### config.mk
export PLATFORM = sky130hd
export DESIGN_NAME = mpr_port_rx
export DESIGN_NICKNAME = d
export VERILOG_FILES = /design/src/mpr_pkg.sv /design/src/mpr_err_counter.sv /design/src/mpr_gap_check.sv /design/src/mpr_port_rx.sv
export SDC_FILE = /design/constraint.sdc
export NUM_CORES = 1
export LEC_CHECK = 0
export ABC_CLOCK_PERIOD_IN_PS = 7900
export BUFFER_PORTS_ARGS = -buffer_cell sky130_fd_sc_hd__buf_4
export CAP_MARGIN = 20
export CORE_ASPECT_RATIO = 0.5
export CORE_MARGIN = 2
export CORE_UTILIZATION = 45
export DETAILED_ROUTE_END_ITERATION = 16
export PLACE_DENSITY_LB_ADDON = 0.15
export SYNTH_ARGS = -nofsm -noshare
export SYNTH_HDL_FRONTEND = slang
export SYNTH_SLANG_ARGS = --single-unit
### constraint.sdc
create_clock -name CLK_I -period 7.9 [get_ports CLK_I]
set_clock_uncertainty 0.15 [all_clocks]
set_input_delay 1.58 -clock CLK_I [delete_from_list [all_inputs] [get_ports CLK_I]]
set_output_delay 1.58 -clock CLK_I [all_outputs]
set_load 0.05 [all_outputs]
### src/mpr_pkg.sv
/*
  Package for the MAC port receive configuration and status block.
  Holds register indexes, field widths, reset values and timing constants.
  Assumes a 100 MHz system clock and a 10 Mb/s line rate.
*/
package mpr_pkg;

  // Register indexes as seen on the register access port.
  localparam logic [7:0] MPR_IDX_LEN_ERR_CNT = 8'hA6;
  localparam logic [7:0] MPR_IDX_GAP_ERR_CNT = 8'hAE;
  localparam logic [7:0] MPR_IDX_LOOPBACK = 8'hB3;
  localparam logic [7:0] MPR_IDX_FCS_CHECK = 8'hB4;
  localparam logic [7:0] MPR_IDX_GAP_MIN = 8'hB5;
  localparam logic [7:0] MPR_IDX_LEN_UPPER = 8'hB6;
  localparam logic [7:0] MPR_IDX_LEN_LOWER = 8'hB7;
  localparam logic [7:0] MPR_IDX_LO_FRAMES = 8'hB8;
  localparam logic [7:0] MPR_IDX_HI_FRAMES = 8'hB9;
  localparam logic [7:0] MPR_IDX_LO_HALFWORDS = 8'hBA;
  localparam logic [7:0] MPR_IDX_HI_HALFWORDS = 8'hBB;

  // Field widths.
  localparam int MPR_ADDR_W = 8;
  localparam int MPR_DATA_W = 32;
  localparam int MPR_GAP_W = 6;
  localparam int MPR_LEN_W = 16;
  localparam int MPR_FRAMES_W = 9;
  localparam int MPR_HALFWORDS_W = 14;
  localparam int MPR_NIBBLE_W = 4;
  localparam int MPR_GAP_BITS_W = 10;

  // Reset values.
  localparam logic MPR_RST_LOOPBACK = 1'b0;
  localparam logic MPR_RST_FCS_CHECK = 1'b1;
  localparam logic [MPR_GAP_W-1:0] MPR_RST_GAP_MIN = 6'hA;
  localparam logic [MPR_LEN_W-1:0] MPR_RST_LEN_UPPER = 16'h0618;
  localparam logic [MPR_LEN_W-1:0] MPR_RST_LEN_LOWER = 16'h0040;

  // Gap field is counted in units of this many bit times.
  localparam int MPR_GAP_UNIT_BITS = 8;

  // Timing: one bit time at 10 Mb/s against the system clock period.
  localparam int MPR_CLK_PERIOD_NS = 10;
  localparam int MPR_BIT_TIME_NS = 100;
  localparam int MPR_BIT_CYCLES = (MPR_BIT_TIME_NS + MPR_CLK_PERIOD_NS - 1) / MPR_CLK_PERIOD_NS;

endpackage

### src/mpr_err_counter.sv
/*
  Thirty-two bit error event counter.
  Assumes the increment is a one-cycle pulse in the system clock domain.
*/
`timescale 1ns/10ps
`default_nettype none
module mpr_err_counter #(
  parameter int WIDTH = 32
) (
  input wire logic clk_i,
  input wire logic rst_i,
  input wire logic inc_i,
  output logic [WIDTH-1:0] count_o
);

  logic [WIDTH-1:0] count_r;
  logic [WIDTH-1:0] count_nxt;

  // Counter wraps at the top, as free counters do.
  assign count_nxt = count_r + {{(WIDTH-1){1'b0}}, 1'b1};
  assign count_o = count_r;

  // Count one per event.
  always_ff @(posedge clk_i or posedge rst_i) begin
    if (rst_i) begin
      count_r <= '0;
    end else if (inc_i) begin
      count_r <= count_nxt;
    end
  end

endmodule
`default_nettype wire

### src/mpr_gap_check.sv
/*
  Receive interframe gap measurement.
  Assumes the receive data valid level is synchronous to the system clock.
*/
`timescale 1ns/10ps
`default_nettype none
module mpr_gap_check
  import mpr_pkg::*;
#(
  parameter int BIT_CYCLES = MPR_BIT_CYCLES
) (
  input wire logic clk_i,
  input wire logic rst_i,
  input wire logic rx_dv_i,
  input wire logic [MPR_GAP_W-1:0] gap_min_units_i,
  output logic gap_short_o,
  output logic frame_start_o
);

  localparam int DIV_W = $clog2(BIT_CYCLES + 1);
  localparam logic [DIV_W-1:0] DIV_LAST = DIV_W'(BIT_CYCLES - 1);
  localparam logic [MPR_GAP_BITS_W-1:0] GAP_MAX = '1;

  logic [DIV_W-1:0] div_r;
  logic [MPR_GAP_BITS_W-1:0] gap_bits_r;
  logic dv_d_r;
  logic bit_tick;
  logic [MPR_GAP_BITS_W-1:0] gap_limit;

  // One enable pulse per bit time; the gap is counted in these.
  assign bit_tick = (div_r == DIV_LAST);
  assign gap_limit = MPR_GAP_BITS_W'(gap_min_units_i) * MPR_GAP_BITS_W'(MPR_GAP_UNIT_BITS);
  assign frame_start_o = rx_dv_i & ~dv_d_r;
  assign gap_short_o = frame_start_o & ~(gap_bits_r > gap_limit);

  // Bit time divider, restarted at each edge of data valid.
  always_ff @(posedge clk_i or posedge rst_i) begin
    if (rst_i) begin
      div_r <= '0;
    end else if (bit_tick || (rx_dv_i != dv_d_r)) begin
      div_r <= '0;
    end else begin
      div_r <= div_r + DIV_W'(1);
    end
  end

  // Gap counter saturates, so the first frame after reset is never short.
  always_ff @(posedge clk_i or posedge rst_i) begin
    if (rst_i) begin
      gap_bits_r <= GAP_MAX;
      dv_d_r <= 1'b0;
    end else begin
      dv_d_r <= rx_dv_i;
      if (rx_dv_i) begin
        gap_bits_r <= '0;
      end else if (bit_tick && gap_bits_r != GAP_MAX) begin
        gap_bits_r <= gap_bits_r + MPR_GAP_BITS_W'(1);
      end
    end
  end

endmodule
`default_nettype wire

### src/mpr_port_rx.sv
/*
  MAC port receive configuration and status: loopback from MAC transmit to receive,
  receive FCS check enable, interframe gap check, frame length limits,
  error counters and receive queue occupancy readback.
  Assumes a simple register port driven by the SPI register map logic,
  MII signals and frame events synchronous to the one system clock.
*/
// Summary of operation
// - Loopback bit set routes MAC transmit nibbles back into receive; clear is normal; resets 0.
// - FCS errors reject frames only while the check enable bit is set; resets 1.
// - Each receive gap must exceed the gap field times eight bit times; field resets 0xA.
// - A gap not above the minimum drops the next frame and raises the gap error flag.
// - Gap field is six bits; software keeps it at 63 or below.
// - Upper frame length limit is 16 bits read-write, in bytes, resetting to 0x618.
// - Lower frame length limit is 16 bits read-write, in bytes, resetting to 0x40.
// - Low priority queue frame count reads back in nine bits, zero after reset.
// - High priority queue frame count reads back in nine bits, zero after reset.
// - Low priority queue half word count reads back in fourteen bits, zero after reset.
// - High priority queue half word count reads back in fourteen bits, zero after reset.
// - Each frame dropped for a short gap increments a 32-bit read-only counter.
// - Each frame outside the length limits, unless already dropped for its gap, increments a 32-bit read-only counter.
`timescale 1ns/10ps
`default_nettype none
module mpr_port_rx
  import mpr_pkg::*;
#(
  parameter int BIT_CYCLES = mpr_pkg::MPR_BIT_CYCLES,
  parameter int CNT_W = 32
) (
  input wire logic CLK_I,
  input wire logic RST_I,
  // Register access port.
  input wire logic [mpr_pkg::MPR_ADDR_W-1:0] REG_ADDR_I,
  input wire logic [mpr_pkg::MPR_DATA_W-1:0] REG_WDATA_I,
  input wire logic REG_WR_I,
  input wire logic REG_RD_I,
  output logic [mpr_pkg::MPR_DATA_W-1:0] REG_RDATA_O,
  output logic REG_ACK_O,
  // MII from the PHY and toward the PHY.
  input wire logic [mpr_pkg::MPR_NIBBLE_W-1:0] PHY_RXD_I,
  input wire logic PHY_RX_DV_I,
  output logic [mpr_pkg::MPR_NIBBLE_W-1:0] PHY_TXD_O,
  output logic PHY_TX_EN_O,
  // MAC side transmit and receive nibbles.
  input wire logic [mpr_pkg::MPR_NIBBLE_W-1:0] MAC_TXD_I,
  input wire logic MAC_TX_EN_I,
  output logic [mpr_pkg::MPR_NIBBLE_W-1:0] MAC_RXD_O,
  output logic MAC_RX_DV_O,
  // Frame end report from the receive MAC.
  input wire logic RX_FRAME_END_I,
  input wire logic [mpr_pkg::MPR_LEN_W-1:0] RX_FRAME_BYTES_I,
  input wire logic RX_FCS_BAD_I,
  // Queue occupancy from the receive FIFOs.
  input wire logic [mpr_pkg::MPR_FRAMES_W-1:0] LO_FRAMES_I,
  input wire logic [mpr_pkg::MPR_FRAMES_W-1:0] HI_FRAMES_I,
  input wire logic [mpr_pkg::MPR_HALFWORDS_W-1:0] LO_HALFWORDS_I,
  input wire logic [mpr_pkg::MPR_HALFWORDS_W-1:0] HI_HALFWORDS_I,
  // Status and control levels; frame reject is a one-cycle pulse.
  input wire logic RX_GAP_ERR_CLR_I,
  output logic RX_GAP_ERROR_FLAG_O,
  output logic RX_FRAME_REJECT_O,
  output logic RX_FRAME_AVAILABLE_O,
  output logic MAC_LOOPBACK_ENABLE_O,
  output logic RX_FCS_CHECK_ENABLE_O
);

  ////////////////////////////////////////////////////////////////////////////
  // Declarations.

  logic loopback_r;
  logic fcs_check_r;
  logic [MPR_GAP_W-1:0] gap_min_r;
  logic [MPR_LEN_W-1:0] len_upper_r;
  logic [MPR_LEN_W-1:0] len_lower_r;
  logic [MPR_FRAMES_W-1:0] lo_frames_r;
  logic [MPR_FRAMES_W-1:0] hi_frames_r;
  logic [MPR_HALFWORDS_W-1:0] lo_halfwords_r;
  logic [MPR_HALFWORDS_W-1:0] hi_halfwords_r;
  logic [MPR_DATA_W-1:0] rdata_r;
  logic [MPR_DATA_W-1:0] rdata_nxt;
  logic ack_r;
  logic gap_flag_r;
  logic gap_drop_r;
  logic reject_r;
  logic avail_r;
  logic [MPR_NIBBLE_W-1:0] mac_rxd_r;
  logic mac_rx_dv_r;
  logic [MPR_NIBBLE_W-1:0] phy_txd_r;
  logic phy_tx_en_r;

  logic rx_dv_sel;
  logic [MPR_NIBBLE_W-1:0] rxd_sel;
  logic gap_short;
  logic frame_start;
  logic len_err;
  logic fcs_err;
  logic len_err_evt;
  logic wr_loopback;
  logic wr_fcs_check;
  logic wr_gap_min;
  logic wr_len_upper;
  logic wr_len_lower;
  logic [CNT_W-1:0] gap_err_cnt;
  logic [CNT_W-1:0] len_err_cnt;

  ////////////////////////////////////////////////////////////////////////////
  // Helpers.

  // Address match for a write strobe, used by every writable register.
  function automatic logic wr_hit(input logic wr, input logic [MPR_ADDR_W-1:0] addr,
                                  input logic [MPR_ADDR_W-1:0] idx);
    wr_hit = wr & (addr == idx);
  endfunction

  // Zero extension to a bus word so unused upper bits read as zero.
  function automatic logic [MPR_DATA_W-1:0] zext16(input logic [MPR_LEN_W-1:0] v);
    zext16 = {{(MPR_DATA_W-MPR_LEN_W){1'b0}}, v};
  endfunction

  ////////////////////////////////////////////////////////////////////////////
  // Loopback path selection.

  // In loopback the MAC transmit nibbles feed the receive side.
  assign rx_dv_sel = loopback_r ? MAC_TX_EN_I : PHY_RX_DV_I;
  assign rxd_sel = loopback_r ? MAC_TXD_I : PHY_RXD_I;

  // Register the MII paths so every output comes from a flip-flop.
  always_ff @(posedge CLK_I or posedge RST_I) begin
    if (RST_I) begin
      mac_rxd_r <= '0;
      mac_rx_dv_r <= 1'b0;
      phy_txd_r <= '0;
      phy_tx_en_r <= 1'b0;
    end else begin
      mac_rxd_r <= rxd_sel;
      mac_rx_dv_r <= rx_dv_sel;
      phy_txd_r <= MAC_TXD_I;
      phy_tx_en_r <= MAC_TX_EN_I & ~loopback_r;
    end
  end

  ////////////////////////////////////////////////////////////////////////////
  // Interframe gap check on the selected receive stream.

  mpr_gap_check #(
    .BIT_CYCLES(BIT_CYCLES)
  ) u_gap (
    .clk_i(CLK_I),
    .rst_i(RST_I),
    .rx_dv_i(rx_dv_sel),
    .gap_min_units_i(gap_min_r),
    .gap_short_o(gap_short),
    .frame_start_o(frame_start)
  );

  // Remember that the frame now arriving is to be dropped.
  always_ff @(posedge CLK_I or posedge RST_I) begin
    if (RST_I) begin
      gap_drop_r <= 1'b0;
    end else if (frame_start) begin
      gap_drop_r <= gap_short;
    end else if (RX_FRAME_END_I) begin
      gap_drop_r <= 1'b0;
    end
  end

  // Sticky gap error flag; a new event wins over a clear in the same cycle.
  always_ff @(posedge CLK_I or posedge RST_I) begin
    if (RST_I) begin
      gap_flag_r <= 1'b0;
    end else if (gap_short) begin
      gap_flag_r <= 1'b1;
    end else if (RX_GAP_ERR_CLR_I) begin
      gap_flag_r <= 1'b0;
    end
  end

  mpr_err_counter #(
    .WIDTH(CNT_W)
  ) u_gap_cnt (
    .clk_i(CLK_I),
    .rst_i(RST_I),
    .inc_i(gap_short),
    .count_o(gap_err_cnt)
  );

  ////////////////////////////////////////////////////////////////////////////
  // Frame end checks: length limits and FCS.

  assign len_err = (RX_FRAME_BYTES_I < len_lower_r) | (RX_FRAME_BYTES_I > len_upper_r);
  assign fcs_err = RX_FCS_BAD_I & fcs_check_r;
  // Frames already dropped for their gap are not judged again.
  assign len_err_evt = RX_FRAME_END_I & ~gap_drop_r & len_err;

  mpr_err_counter #(
    .WIDTH(CNT_W)
  ) u_len_cnt (
    .clk_i(CLK_I),
    .rst_i(RST_I),
    .inc_i(len_err_evt),
    .count_o(len_err_cnt)
  );

  // One-cycle reject pulse after a frame end that must be discarded.
  always_ff @(posedge CLK_I or posedge RST_I) begin
    if (RST_I) begin
      reject_r <= 1'b0;
    end else begin
      reject_r <= RX_FRAME_END_I & (gap_drop_r | len_err | fcs_err);
    end
  end

  ////////////////////////////////////////////////////////////////////////////
  // Queue occupancy sampling.

  // Occupancy is captured every cycle so a read returns a stable word.
  always_ff @(posedge CLK_I or posedge RST_I) begin
    if (RST_I) begin
      lo_frames_r <= '0;
      hi_frames_r <= '0;
      lo_halfwords_r <= '0;
      hi_halfwords_r <= '0;
      avail_r <= 1'b0;
    end else begin
      lo_frames_r <= LO_FRAMES_I;
      hi_frames_r <= HI_FRAMES_I;
      lo_halfwords_r <= LO_HALFWORDS_I;
      hi_halfwords_r <= HI_HALFWORDS_I;
      avail_r <= (LO_FRAMES_I != '0) | (HI_FRAMES_I != '0);
    end
  end

  ////////////////////////////////////////////////////////////////////////////
  // Register writes.

  assign wr_loopback = wr_hit(REG_WR_I, REG_ADDR_I, MPR_IDX_LOOPBACK);
  assign wr_fcs_check = wr_hit(REG_WR_I, REG_ADDR_I, MPR_IDX_FCS_CHECK);
  assign wr_gap_min = wr_hit(REG_WR_I, REG_ADDR_I, MPR_IDX_GAP_MIN);
  assign wr_len_upper = wr_hit(REG_WR_I, REG_ADDR_I, MPR_IDX_LEN_UPPER);
  assign wr_len_lower = wr_hit(REG_WR_I, REG_ADDR_I, MPR_IDX_LEN_LOWER);

  // Only the defined field bits are stored; upper bits are dropped.
  always_ff @(posedge CLK_I or posedge RST_I) begin
    if (RST_I) begin
      loopback_r <= MPR_RST_LOOPBACK;
      fcs_check_r <= MPR_RST_FCS_CHECK;
      gap_min_r <= MPR_RST_GAP_MIN;
      len_upper_r <= MPR_RST_LEN_UPPER;
      len_lower_r <= MPR_RST_LEN_LOWER;
    end else begin
      if (wr_loopback) begin
        loopback_r <= REG_WDATA_I[0];
      end
      if (wr_fcs_check) begin
        fcs_check_r <= REG_WDATA_I[0];
      end
      if (wr_gap_min) begin
        gap_min_r <= REG_WDATA_I[MPR_GAP_W-1:0];
      end
      if (wr_len_upper) begin
        len_upper_r <= REG_WDATA_I[MPR_LEN_W-1:0];
      end
      if (wr_len_lower) begin
        len_lower_r <= REG_WDATA_I[MPR_LEN_W-1:0];
      end
    end
  end

  ////////////////////////////////////////////////////////////////////////////
  // Register reads.

  // Read mux; unmapped indexes and reserved bits return zero.
  always_comb begin
    rdata_nxt = '0;
    case (REG_ADDR_I)
      MPR_IDX_LOOPBACK: rdata_nxt = {{(MPR_DATA_W-1){1'b0}}, loopback_r};
      MPR_IDX_FCS_CHECK: rdata_nxt = {{(MPR_DATA_W-1){1'b0}}, fcs_check_r};
      MPR_IDX_GAP_MIN: rdata_nxt = {{(MPR_DATA_W-MPR_GAP_W){1'b0}}, gap_min_r};
      MPR_IDX_LEN_UPPER: rdata_nxt = zext16(len_upper_r);
      MPR_IDX_LEN_LOWER: rdata_nxt = zext16(len_lower_r);
      MPR_IDX_LO_FRAMES: rdata_nxt = {{(MPR_DATA_W-MPR_FRAMES_W){1'b0}}, lo_frames_r};
      MPR_IDX_HI_FRAMES: rdata_nxt = {{(MPR_DATA_W-MPR_FRAMES_W){1'b0}}, hi_frames_r};
      MPR_IDX_LO_HALFWORDS: rdata_nxt = {{(MPR_DATA_W-MPR_HALFWORDS_W){1'b0}}, lo_halfwords_r};
      MPR_IDX_HI_HALFWORDS: rdata_nxt = {{(MPR_DATA_W-MPR_HALFWORDS_W){1'b0}}, hi_halfwords_r};
      MPR_IDX_GAP_ERR_CNT: rdata_nxt = MPR_DATA_W'(gap_err_cnt);
      MPR_IDX_LEN_ERR_CNT: rdata_nxt = MPR_DATA_W'(len_err_cnt);
      default: rdata_nxt = '0;
    endcase
  end

  // Read data is held until the next read; ack pulses once per access.
  always_ff @(posedge CLK_I or posedge RST_I) begin
    if (RST_I) begin
      rdata_r <= '0;
      ack_r <= 1'b0;
    end else begin
      ack_r <= REG_RD_I | REG_WR_I;
      if (REG_RD_I) begin
        rdata_r <= rdata_nxt;
      end
    end
  end

  ////////////////////////////////////////////////////////////////////////////
  // Outputs.

  assign REG_RDATA_O = rdata_r;
  assign REG_ACK_O = ack_r;
  assign PHY_TXD_O = phy_txd_r;
  assign PHY_TX_EN_O = phy_tx_en_r;
  assign MAC_RXD_O = mac_rxd_r;
  assign MAC_RX_DV_O = mac_rx_dv_r;
  assign RX_GAP_ERROR_FLAG_O = gap_flag_r;
  assign RX_FRAME_REJECT_O = reject_r;
  assign RX_FRAME_AVAILABLE_O = avail_r;
  assign MAC_LOOPBACK_ENABLE_O = loopback_r;
  assign RX_FCS_CHECK_ENABLE_O = fcs_check_r;

endmodule
`default_nettype wire

# Yosys cells after proc, flatten, opt, wreduce, memory -nomap -nowiden
# Index checks and enable logic that the tools add are counted.
# word_totals
register_bits	211
in_bits	119
output_inout_bits	48
elab_cells	82
# classes
add_sub_neg	4
magnitude_cmp	3
n_eq_ne	14
mux	10
bitwise_logic	21
n_reduce_logical	7
# op_table
op	count
32-bit one-hot mux with 11 select lines	1
8-bit == test, second input constant	11
32-bit by 1-bit adder with 32-bit output, second input constant	2
10-bit 2-to-1 mux	2
9-bit nonzero test	2
16-bit greater-than comparator	1
16-bit less-than comparator	1
1-bit AND	12
10-bit by 1-bit adder with 10-bit output, second input constant	1
10-bit by 9-bit greater-than comparator with 1-bit output	1
10-bit inequality test, second input constant	1
4-bit 2-to-1 mux	2
2-bit nonzero test	3
1-bit 2-to-1 mux	5
1-bit OR	5
4-bit by 1-bit adder with 4-bit output, second input constant	1
4-bit == test, second input constant	1
1-bit inverter	4
1-bit logical AND	1
1-bit logical OR	1
1-bit inequality test	1

# Depth between registers and ports, before layout
# Gate-level depths: netlist (run 1).
# logic_depth
depth_word	5
mapped_depth	10
depth_no_buf	9

# By module
# From an unflattened synthesis (run 1), not the netlist that was laid out.
# unflattened
hier_cells	901
area_unflattened_um2	10397.5
# by_module_without_submodules
module	instances	cells_per_inst	area_per_inst_um2	seq_area_each_um2
mpr_port_rx	1	544	6376.1	3338.2
mpr_err_counter	2	126	1510.2	800.8
mpr_gap_check	1	105	1001.0	387.9

# Worst setup path before layout (run 1)
# Ideal clock, no wire load.
# synth_timing
kind	input-to-reg
start	input port RX_FRAME_BYTES_I[14] in the netlist's numbering
end	register u_len_cnt.count_r[1] (netlist: u_len_cnt.count_o[1])
setup_ns	0.125
arrival_time_ns	3.318
required_ns	7.625
slack_ns	4.307
path_stages	8
path_buffers	1
cell_sequence	ha_1 nand4_1 nor4_1 a21boi_0 o41a_2 o21a_1 buf_2 mux2_2
# synth_between
elab_chain_cells	3
elab_cells_between_ends	4
cone_classes	order compare (2); bitwise (2)
# synth_lines
item	line	text
from (decl)	mpr_port_rx.sv:51	input wire logic [mpr_pkg::MPR_LEN_W-1:0] RX_FRAME_BYTES_I,
16-bit less-than comparator or 16-bit greater-than comparator (tied branches)	mpr_port_rx.sv:190	assign len_err = (RX_FRAME_BYTES_I < len_lower_r) | (RX_FRAME_BYTES_I > len_upper_r);
1-bit OR (*)	mpr_port_rx.sv:190	
1-bit AND (*)	mpr_port_rx.sv:193	assign len_err_evt = RX_FRAME_END_I & ~gap_drop_r & len_err;
to (signal assigned)	mpr_err_counter.sv:28	count_r <= count_nxt;
to (decl)	mpr_err_counter.sv:16	logic [WIDTH-1:0] count_r;
# Mark *: on every way between the ends. The rest lies on a longest branch, timed or not.
# A chain may end at the register's enable or synchronous reset.

# Final worst setup path (run 1)
# layout_timing
start	input port REG_ADDR_I[0] in the netlist's numbering
end	register len_upper_r[12]
# layout_between
elab_chain_cells	2
# layout_lines
item	line	text
from (decl)	mpr_port_rx.sv:33	input wire logic [mpr_pkg::MPR_ADDR_W-1:0] REG_ADDR_I,
8-bit == test	mpr_port_rx.sv:112	wr_hit = wr & (addr == idx);
1-bit AND	mpr_port_rx.sv:112	
to (signal assigned)	mpr_port_rx.sv:261	len_upper_r <= REG_WDATA_I[MPR_LEN_W-1:0];
to (decl)	mpr_port_rx.sv:73	logic [MPR_LEN_W-1:0] len_upper_r;
# Every way passes these cells.

==> results of run 1 <==
[final cells by class]
type | count | area (sq um)
fill | 1896 | 9617
sequential | 211 | 5303
multi-input combinational | 540 | 4212
timing repair buffer | 152 | 1141
clock buffer | 27 | 588.1
tap | 300 | 375.4
inverter | 82 | 315.3
clock inverter | 9 | 130.1
[flip-flops by register name, summed over array words and instances, names as in the netlist, 9 cells and up]
| register | cells |
|---|---|
| REG_RDATA_O | 32 |
| u_gap_cnt.count_o | 32 |
| u_len_cnt.count_o | 32 |
| len_lower_r | 16 |
| len_upper_r | 16 |
| hi_halfwords_r | 14 |
| lo_halfwords_r | 14 |
| u_gap.gap_bits_r | 10 |
| hi_frames_r | 9 |
| lo_frames_r | 9 |
[stage by stage]
stage	utilization [%]	hold slack [ns]	setup WS [ns]	cells	instance area, sq um
6_report	55.64	0.3200	4.068	1321	12060
3_3_place_gp	52.33	0.3134	3.588	1285	11350
2_1_floorplan	-	0.2914	0.4339	860	9937
3_5_place_dp	52.33	0.3119	3.540	1285	11350
5_1_grt	55.64	0.3532	3.929	1321	12060
4_1_cts	55.64	0.3245	4.074	1321	12060
[routing by layer]
metal / part of all wire (%) / vias to the layer above / wire length (um)
met4: 1.6 / 0 / 381
met2: 45 / 164 / 10630
met3: 4.8 / 28 / 1137
li1: - / 3335 / -
met5: 0 / - / 0
met1: 48 / 3438 / 11370
[critical path, stage by stage]
cell     delay, ns
buf_4         0.24
nor2b_1       0.40
and3_1        0.62
nand2_1       0.70
mux2_2        0.50
[cell usage in the layout (no fill, tap or decap), types with 6 or more instances in the layout]
cell       synthesis  routed
mux2_2            48      48
xor2_1            21      21
a21oi_1           22      22
dfrtp_1          193     193
and4_1             7       7
nand2_1           49      49
ha_1              44      44
nand4_1           18      18
nand3_1           33      33
nor3_1            10      10
xnor2_1           48      48
a221oi_1          12      12
clkbuf_16          0      21
inv_1             82      81
dfstp_2           18      18
buf_4              1     152
nor2_1            33      33
and3_1            14      14
mux2i_1           38      38
a21boi_0           6       6
o21ai_0           16      16
nor4_1             8       8
nor2b_1           10      10
o22ai_1           40      40
mux4_2             8       8
[kinds of logic after synthesis]
family	synth area share (%)
AOI/OAI and AO/OA	7.870
DFF	53.36
and+or+nand+nor	11.65
buffers and inverters	4.256
adders and majority gates	5.540
xor gates and xnor gates	6.245
muxes	11.08
[synthesized netlist by cell type, drive strengths merged (19+ instances only)]
cell / count / area, sq um
dfrtp: 193 / 4830
inv: 82 / 307.8
nand2: 49 / 183.9
xnor2: 49 / 436.7
mux2: 48 / 540.5
ha: 44 / 550.5
o22ai: 40 / 250.2
mux2i: 38 / 380.4
nand3: 34 / 182.7
nor2: 34 / 130.1
a21oi: 22 / 110.1
xor2: 21 / 183.9
nand4: 19 / 125.1
[report_power, final]
part / internal [mW] / switching [mW] / total, mW
logic: 0.123 / 0.148 / 0.270
clock network: 0.625 / 0.424 / 1.05
registers: 1.14 / 0.0618 / 1.20
total: 1.89 / 0.634 / 2.52
[worst paths after layout]
kind                                       start                     to  slack, ns  depth (start not counted)
setup reg to reg                    gap_min_r[1]  u_gap_cnt.count_o[27]       4.65                          9
min in group asynchronous                  RST_I      lo_halfwords_r[6]       1.12                          2
setup / recovery                   REG_ADDR_I[0]        len_upper_r[12]       4.07                          5
max in group asynchronous                  RST_I        REG_RDATA_O[18]       4.97                          3
hold reg to reg            u_len_cnt.count_o[31]  u_len_cnt.count_o[31]       0.32                          1
hold / removal             u_len_cnt.count_o[31]  u_len_cnt.count_o[31]       0.32                          1
==> results.md, run 1 <==
* Fin. Hold Viols at 0
* Outcome: completed
* Initial antenna violation count at 0
* Initial core utilization at 45.83%
* CP Data Arrival Time at 4.07 ns
* Seq/Total Area, Yosys at 53.36%
* Crit. End Element: register
* Flip-flop and latch count after synthesis at between 200 and 250
* Met3 Track Usage GR at under 10%
* M2 GR Usage at 33.07%
* Global Route Usage Sum at 20.71%
* DRC errors left at 0
* Warnings from Yosys at 0
* Mapped Area at 9937 sq um
* Syn_nets at 1023
* Total negative slack at 0 ns
* Startpoint class of the critical path: primary input
* Fraction of layout cells with a size suffix above 1 at 26.74%
* # resized after CTS at 0
* Vias per cell at 5.273
* Ys async rst share at 100.0%
* Antenna diodes at 0
* WL/cell at 17.80 um
* Core Area at ~22000 sq um
* Grt ovf at 0
* Worst-path clk slew at 0.06 ns
* RSZ-0062 raised after global routing: false
* # Post-CTS Setup Buffers at 0
* Pwr dens at 209.2 nW/um^2
* Router iterations before antenna repair at 4
* Syn_area_per_cell at 11.55 sq um
* Io pins at between 150 and 200
* GR peak layer: met2
* Antenna viol nets, final at 0
* Tmin final at 3.832 ns
* Max-slew violation count at 0
* Overall die area at 23360 sq um
* Area Growth Syn to Fin at 21.41%
* Max clock buf depth at 3
* Max-cap violations at 0
* Slew margin rel. at 35.96%
* Sink Count at approximately 210
* M1 GR Usage at 29.58%
* CP Class: in -> reg
* Worst Max-Slew Pin Slew at 0.9605 ns
* Worst VDD drop at approximately 0.14 mV
* Final WL at 23520 um
* First-pass GRT wire length at between 30000 and 40000 um
* Synth Flop Type: dfrtp_1
* Final clock period utilization by the worst path at 48.51%
* HPWL after DPL at 17120 um
* Fin nets at approximately 1200
* Gp weighted congestion at 0.8986
* CTS Hold Bufs at 0
* HP Class: reg -> reg
* Worst-path maximum fanout at 22
* Vias in the first global route at 7068
* Crit path required time at 8.13 ns
* Post-synth EDFFs at 0
* Site Rows at 38
* Count of final setup violators at 0
* DIE WIDTH at 214.2 um
* P_leak at 5.464 nW
* Cells after synthesis at 860
* Port bufs at 150
* Clock root cell: clkbuf_16
* DIE HEIGHT at between 100 and 150 um
* Total power at ~2.5 mW
* CTS tree: yes
* Number of CTS-inserted buffers at 21
* Yosys cell types at 57
* Pin count of the biggest net entering global routing at 141
* Worst skew pair latency at 0.51 ns
* Via Count at 6965
* Htree depth at 1
* Maximum clock frequency at 0.2610 GHz
* DR iter-0 viols at slightly below 400
Note: power is estimated with default switching activity, not from simulation.
==> inputs of run 2 (changes only) <==
--- a/config.mk
+++ b/config.mk
@@ -5,7 +5,7 @@
 export SDC_FILE = /design/constraint.sdc
 export NUM_CORES = 1
 export LEC_CHECK = 0
-export ABC_CLOCK_PERIOD_IN_PS = 7900
+export ABC_CLOCK_PERIOD_IN_PS = 3850
 export BUFFER_PORTS_ARGS = -buffer_cell sky130_fd_sc_hd__buf_4
 export CAP_MARGIN = 20
 export CORE_ASPECT_RATIO = 0.5
==> constraint.sdc (replaced) <==
create_clock -name CLK_I -period 3.85 [get_ports CLK_I]
set_clock_uncertainty 0.15 [all_clocks]
set_input_delay 0.77 -clock CLK_I [delete_from_list [all_inputs] [get_ports CLK_I]]
set_output_delay 0.77 -clock CLK_I [all_outputs]
set_load 0.05 [all_outputs]
==> results.md, run 2 (synthesis results as in run 1) <==
* Sw frac at 24.88%
* Router iterations before antenna repair at 5
* Worst skew pair latency at 0.50 ns
* Sink Count at 211
* P_leak at 5.532 nW
* Final WL at 24100 um
* Int Pwr at around 4.0 mW
* DIE WIDTH at 214.2 um
* Final clock period utilization by the worst path at 80.33%
* Overall die area at 23360 sq um
* Io pins at approximately 170
* Slew margin rel. at 38.69%
* Initial antenna violation count at 0
* Worst Max-Slew Pin Slew at 0.9174 ns
* Area occupied by multi-input gates at 4212 sq um
* Worst VDD drop at 0.2577 mV
* Fin nets at 1181
* Antenna viol nets, final at 0
* Maximum clock frequency at between 0.3 and 0.4 GHz
* Vias in the first global route at 7056
* Slowest library cell on the worst path: dfstp_2
* Global Route Usage Sum at between 20% and 30%
* Total power at 5.269 mW
* Max-slew violation count at 0
* First-pass GRT wire length at 38220 um
* HPWL after DPL at 17640 um
* Vias per cell at 5.267
* Crit path required time at 4.13 ns
* RSZ-0062 raised after global routing: false
* Worst-path maximum fanout at 9
* Worst-path clk slew at roughly 0.070 ns
* Pin count of the biggest net entering global routing at 102
* Fillers at 1920
* # resized after CTS at 0
* Tmin final at between 3 and 4 ns
* Seq. cell area at between 5000 and 6000 sq um
* # Post-CTS Setup Buffers at 0
* Gate power share at 10.8%
* Total negative slack at 0 ns
* Via Count at about 7000
* Most frequent cells in the layout: dfrtp_1 (193), buf_4 (160), inv_1 (81), nand2_1 (49)
* DIE HEIGHT at 109.1 um
* Count of final setup violators at 0
* NetSw at between 1 and 1.5 mW
* Number of CTS-inserted buffers at 21
* HP Class: in -> async
* Placed instance area at roughly 11000 sq um
* Core Area at 21680 sq um
* Max-cap violations at 0
* DRC errors left at 0
* CP Data Arrival Time at 3.37 ns
* Seq pwr share at between 40 and 50%
* Critical Path, Cell by Cell: inv_1 -> ha_1 -> nor2b_1 -> o21ai_0 -> a21oi_1 -> o41ai_2 -> nand4_2 -> buf_4 -> nor4_1 -> xor2_1
* Htree depth at 1
* Clock power frac at 42.4%
* WL/cell at 18.09 um
* Clock root cell: clkbuf_16
* CP Class: reg -> reg
* Port bufs at 150
* Grt ovf at 0
* Site Rows at 38
* Initial core utilization at 45.83%
* Crit. End Element: register
* Worst path max stage delay at roughly 0.54 ns
* Antenna diodes at 0
* Gp weighted congestion at 0.8505
* CTS tree: yes
* Final Instance Area at 12190 sq um
* Area Growth Syn to Fin at 22.70%
* Outcome: completed
* Max clock buf depth at 3
* DR iter-0 viols at around 410
* CTS Hold Bufs at 0
* Most common cell after layout, fill and taps aside: dfrtp_1
* Fraction of layout cells with a size suffix above 1 at 27.52%
* Fin util at a little under three fifths
* Startpoint class of the critical path: register
* Fin. Hold Viols at 0
* Pwr dens at between 400 and 500 nW/um^2
* Hold WS at 0.1347 ns
run 2: cell count changes in the layout (fill, tap and decap cells not counted):
cell	change
buf_12	+2
buf_4	+8
clkbuf_8	+4
clkinv_2	-1
clkinv_4	-1
clkinvlp_4	+1
inv_6	-1
inv_8	-1
run 2: stage by stage:
stage                     cells  setup slack (ns)
after floorplan             860            0.2025
after global placement     1295            0.4388
after detailed placement   1295            0.4109
after CTS                  1332            0.7095
after global routing       1332            0.5170
final                      1332            0.7571
run 2: path summary, 6_finish.rpt:
check,startpoint,to,slack [ns],cells after the start
hold / removal,RST_I,REG_RDATA_O[31],0.13,2
max in group asynchronous,RST_I,gap_min_r[3],2.53,3
min in group CLK_I,HI_HALFWORDS_I[9],hi_halfwords_r[9],0.22,1
hold reg to reg,u_len_cnt.count_o[31],u_len_cnt.count_o[31],0.32,1
setup / recovery,gap_min_r[1],u_gap_cnt.count_o[19],0.76,10
setup reg to reg,gap_min_r[1],u_gap_cnt.count_o[19],0.76,10
run 2: power by group through the flow:
stage | clock network, mW | logic [mW] | registers [mW]
floorplan | 0 | 0.321 | 2.50
global route | 2.37 | 0.635 | 2.49
detailed placement | 0 | 0.575 | 2.51
CTS | 2.28 | 0.578 | 2.47
global placement | 0 | 0.562 | 2.50
finish | 2.23 | 0.569 | 2.47
run 2: area by class of cell:
cell class                      instances  area share, %
Clock inverter                          6         0.8825
Tap cell                              300          3.079
Sequential cell                       211          43.49
Clock buffer                           31          5.275
Inverter                               82          2.555
Timing Repair Buffer                  162          10.18
Multi-Input combinational cell        540          34.54
run 2: worst max-delay path: cells and delay by family, from the launching register on:
kind | cells | cell delay [ns]
XOR/XNOR | 1 | 0.17
AND/OR/NAND/NOR | 3 | 0.85
buffers and inverters | 2 | 0.34
adder cells (fa/ha/maj) | 1 | 0.31
flip-flops | 1 | 0.54
AO/OA/AOI/OAI | 3 | 0.66
run 2: layer usage:
metal	global-route usage [%]	vias to the layer above	wire [um]
li1	-	3351	-
met4	4.514	0	421
met5	0	-	0
met3	4.463	28	1339
met2	33.16	170	10600
met1	30.25	3467	11740
==> inputs of run 3 (changes only) <==
--- a/config.mk
+++ b/config.mk
@@ -5,7 +5,7 @@
 export SDC_FILE = /design/constraint.sdc
 export NUM_CORES = 1
 export LEC_CHECK = 0
-export ABC_CLOCK_PERIOD_IN_PS = 3850
+export ABC_CLOCK_PERIOD_IN_PS = 2700
 export BUFFER_PORTS_ARGS = -buffer_cell sky130_fd_sc_hd__buf_4
 export CAP_MARGIN = 20
 export CORE_ASPECT_RATIO = 0.5
==> constraint.sdc (replaced) <==
create_clock -name CLK_I -period 2.7 [get_ports CLK_I]
set_clock_uncertainty 0.15 [all_clocks]
set_input_delay 0.54 -clock CLK_I [delete_from_list [all_inputs] [get_ports CLK_I]]
set_output_delay 0.54 -clock CLK_I [all_outputs]
set_load 0.05 [all_outputs]
==> results.md, run 3 (synthesis results as in run 1) <==
* Outcome: completed
* Site Rows at 38
* Max clock buf depth at 3
* Io pins at 167
* Max-slew violation count at 0
* Slew margin rel. at between 60% and 70%
* Slowest library cell on the worst path: or4_1
* DIE WIDTH at 214.2 um
* Max-cap violations at 0
* Port bufs at 150
* Vias in the first global route at 7653
* Final WL at roughly 26000 um
* HPWL after DPL at 18370 um
* Worst reg2reg setup slack at 0.01 ns
* Total negative slack at 0 ns
* Fin nets at 1284
* CP Class: reg -> reg
* DRC errors left at 0
* Via Count at 7402
* Most common cell after layout, fill and taps aside: buf_4
* First-pass GRT wire length at slightly above 40000 um
* DIE HEIGHT at 109.1 um
* Final clock period utilization by the worst path at 99.45%
* WL met1 at 12050 um
* Area occupied by multi-input gates at 4476 sq um
* WL/cell at 17.88 um
* Grt ovf at 0
* Worst-path clk slew at 0.07 ns
* Pwr dens at 569.3 nW/um^2
* Top routing layer used: met4
* Initial antenna violation count at 0
* Antenna diodes at 0
* Worst VDD drop at approximately 0.48 mV
* Initial core utilization at a little under half
* Worst Max-Slew Pin Slew at ~0.55 ns
* DR iter-0 viols at 426
* Critical Path, Cell by Cell: inv_1 -> ha_1 -> and4_1 -> nand2_1 -> or4_1 -> and3_2 -> o2111a_2 -> buf_12 -> nand4_1 -> xnor2_1
* RSZ-0062 raised after global routing: true
* Count of final setup violators at 0
* Core Area at between 20000 and 25000 sq um
* Fin. Hold Viols at 0
* CTS tree: yes
* Fillers at around 1700
* Worst skew pair latency at 0.52 ns
* Met3 WL at approximately 1400 um
* Worst path max stage delay at 0.48 ns
* Final Instance Area at 13440 sq um
* Pin count of the biggest net entering global routing at 55
* Most frequent cells in the layout: buf_4 (200), dfrtp_1 (193), inv_1 (78), dlygate4sd3_1 (51), mux2_2 (48)
* Crit. End Element: register
* CP Data Arrival Time at 2.97 ns
* HP Class: in -> reg
* Metal2 WL at 11810 um
* Sink Count at around 210
* Global Route Usage Sum at 22.25%
* Startpoint class of the critical path: register
* Vias per cell at 5.158
* Area Growth Syn to Fin at 35.24%
* Htree depth at 1
* Tmin final at 2.685 ns
* Overall die area at 23360 sq um
* PnR worst setup slack at 0.01481 ns
* Router iterations before antenna repair at 4
* Dpl ws at -0.2950 ns
* Antenna viol nets, final at 0
* Clock root cell: clkbuf_16
* P_leak at 6.122 nW
* Worst-path maximum fanout at 7
* Fraction of layout cells with a size suffix above 1 at 32.86%
* Seq. cell area at 5303 sq um
* Crit path required time at about 3.0 ns
* Placed instance area at 11890 sq um
* Gp weighted congestion at 0.8380
* Number of CTS-inserted buffers at 20
* Maximum clock frequency at 0.3724 GHz
[run 3: routing by layer]
metal | up-vias | global-route usage [%]
li1 | 3559 | -
met1 | 3648 | 30.76
met2 | 169 | 36.76
met3 | 26 | 4.630
met4 | 0 | 4.514
met5 | - | 0
[run 3: critical path: cells and delay by family (launching register included)]
kind | cells | cell delay (ns)
XOR/XNOR | 1 | 0.12
AO/OA/AOI/OAI | 1 | 0.33
adder cells (fa/ha/maj) | 1 | 0.28
flip-flops | 1 | 0.36
buffers and inverters | 2 | 0.21
AND/OR/NAND/NOR | 5 | 1.17
[run 3: area by class of cell]
type	instances	area share, %
clock buffer	24	4.069
inverter	82	2.318
sequential	211	39.46
clock inverter	12	1.341
timing repair buffer	266	16.72
multi-input combinational	540	33.30
tap	300	2.793
[run 3: per-stage QoR]
stage	power [mW]	util, %	std cells	hold slack, ns
detailed placement	4.456	54.83	1346	0.3152
finish	7.652	61.99	1435	0.05932
floorplan	4.025	-	860	0.2914
global placement	4.427	54.83	1346	0.3132
global route	8.010	61.99	1435	0.05590
CTS	7.705	61.05	1435	0.03959
[run 3: worst paths after layout]
check,to,startpoint,cells after the start
hold / removal,RX_GAP_ERROR_FLAG_O,RX_GAP_ERR_CLR_I,2
max in group asynchronous,len_upper_r[4],RST_I,5
setup / recovery,u_len_cnt.count_o[30],len_lower_r[15],10
hold reg to reg,u_len_cnt.count_o[31],u_len_cnt.count_o[31],1
setup reg to reg,u_len_cnt.count_o[30],len_lower_r[15],10
min in group asynchronous,REG_RDATA_O[29],RST_I,3
[run 3: repair_timing]
action | in CTS | in global routing
pin swaps | 12 | 30
buffers inserted | 2 | 1
hold buffers | 51 | 0
gates cloned | 0 | 1
gates resized for setup | 20 | 40
setup endpoints to repair | 38 | 47
hold endpoints to repair | 67 | 0
[run 3: power by group]
group / internal (mW) / total [mW] / switching, mW
clock: 1.85 / 3.14 / 1.29
sequential: 3.34 / 3.52 / 0.184
combinational: 0.491 / 0.988 / 0.497
total: 5.68 / 7.65 / 1.97
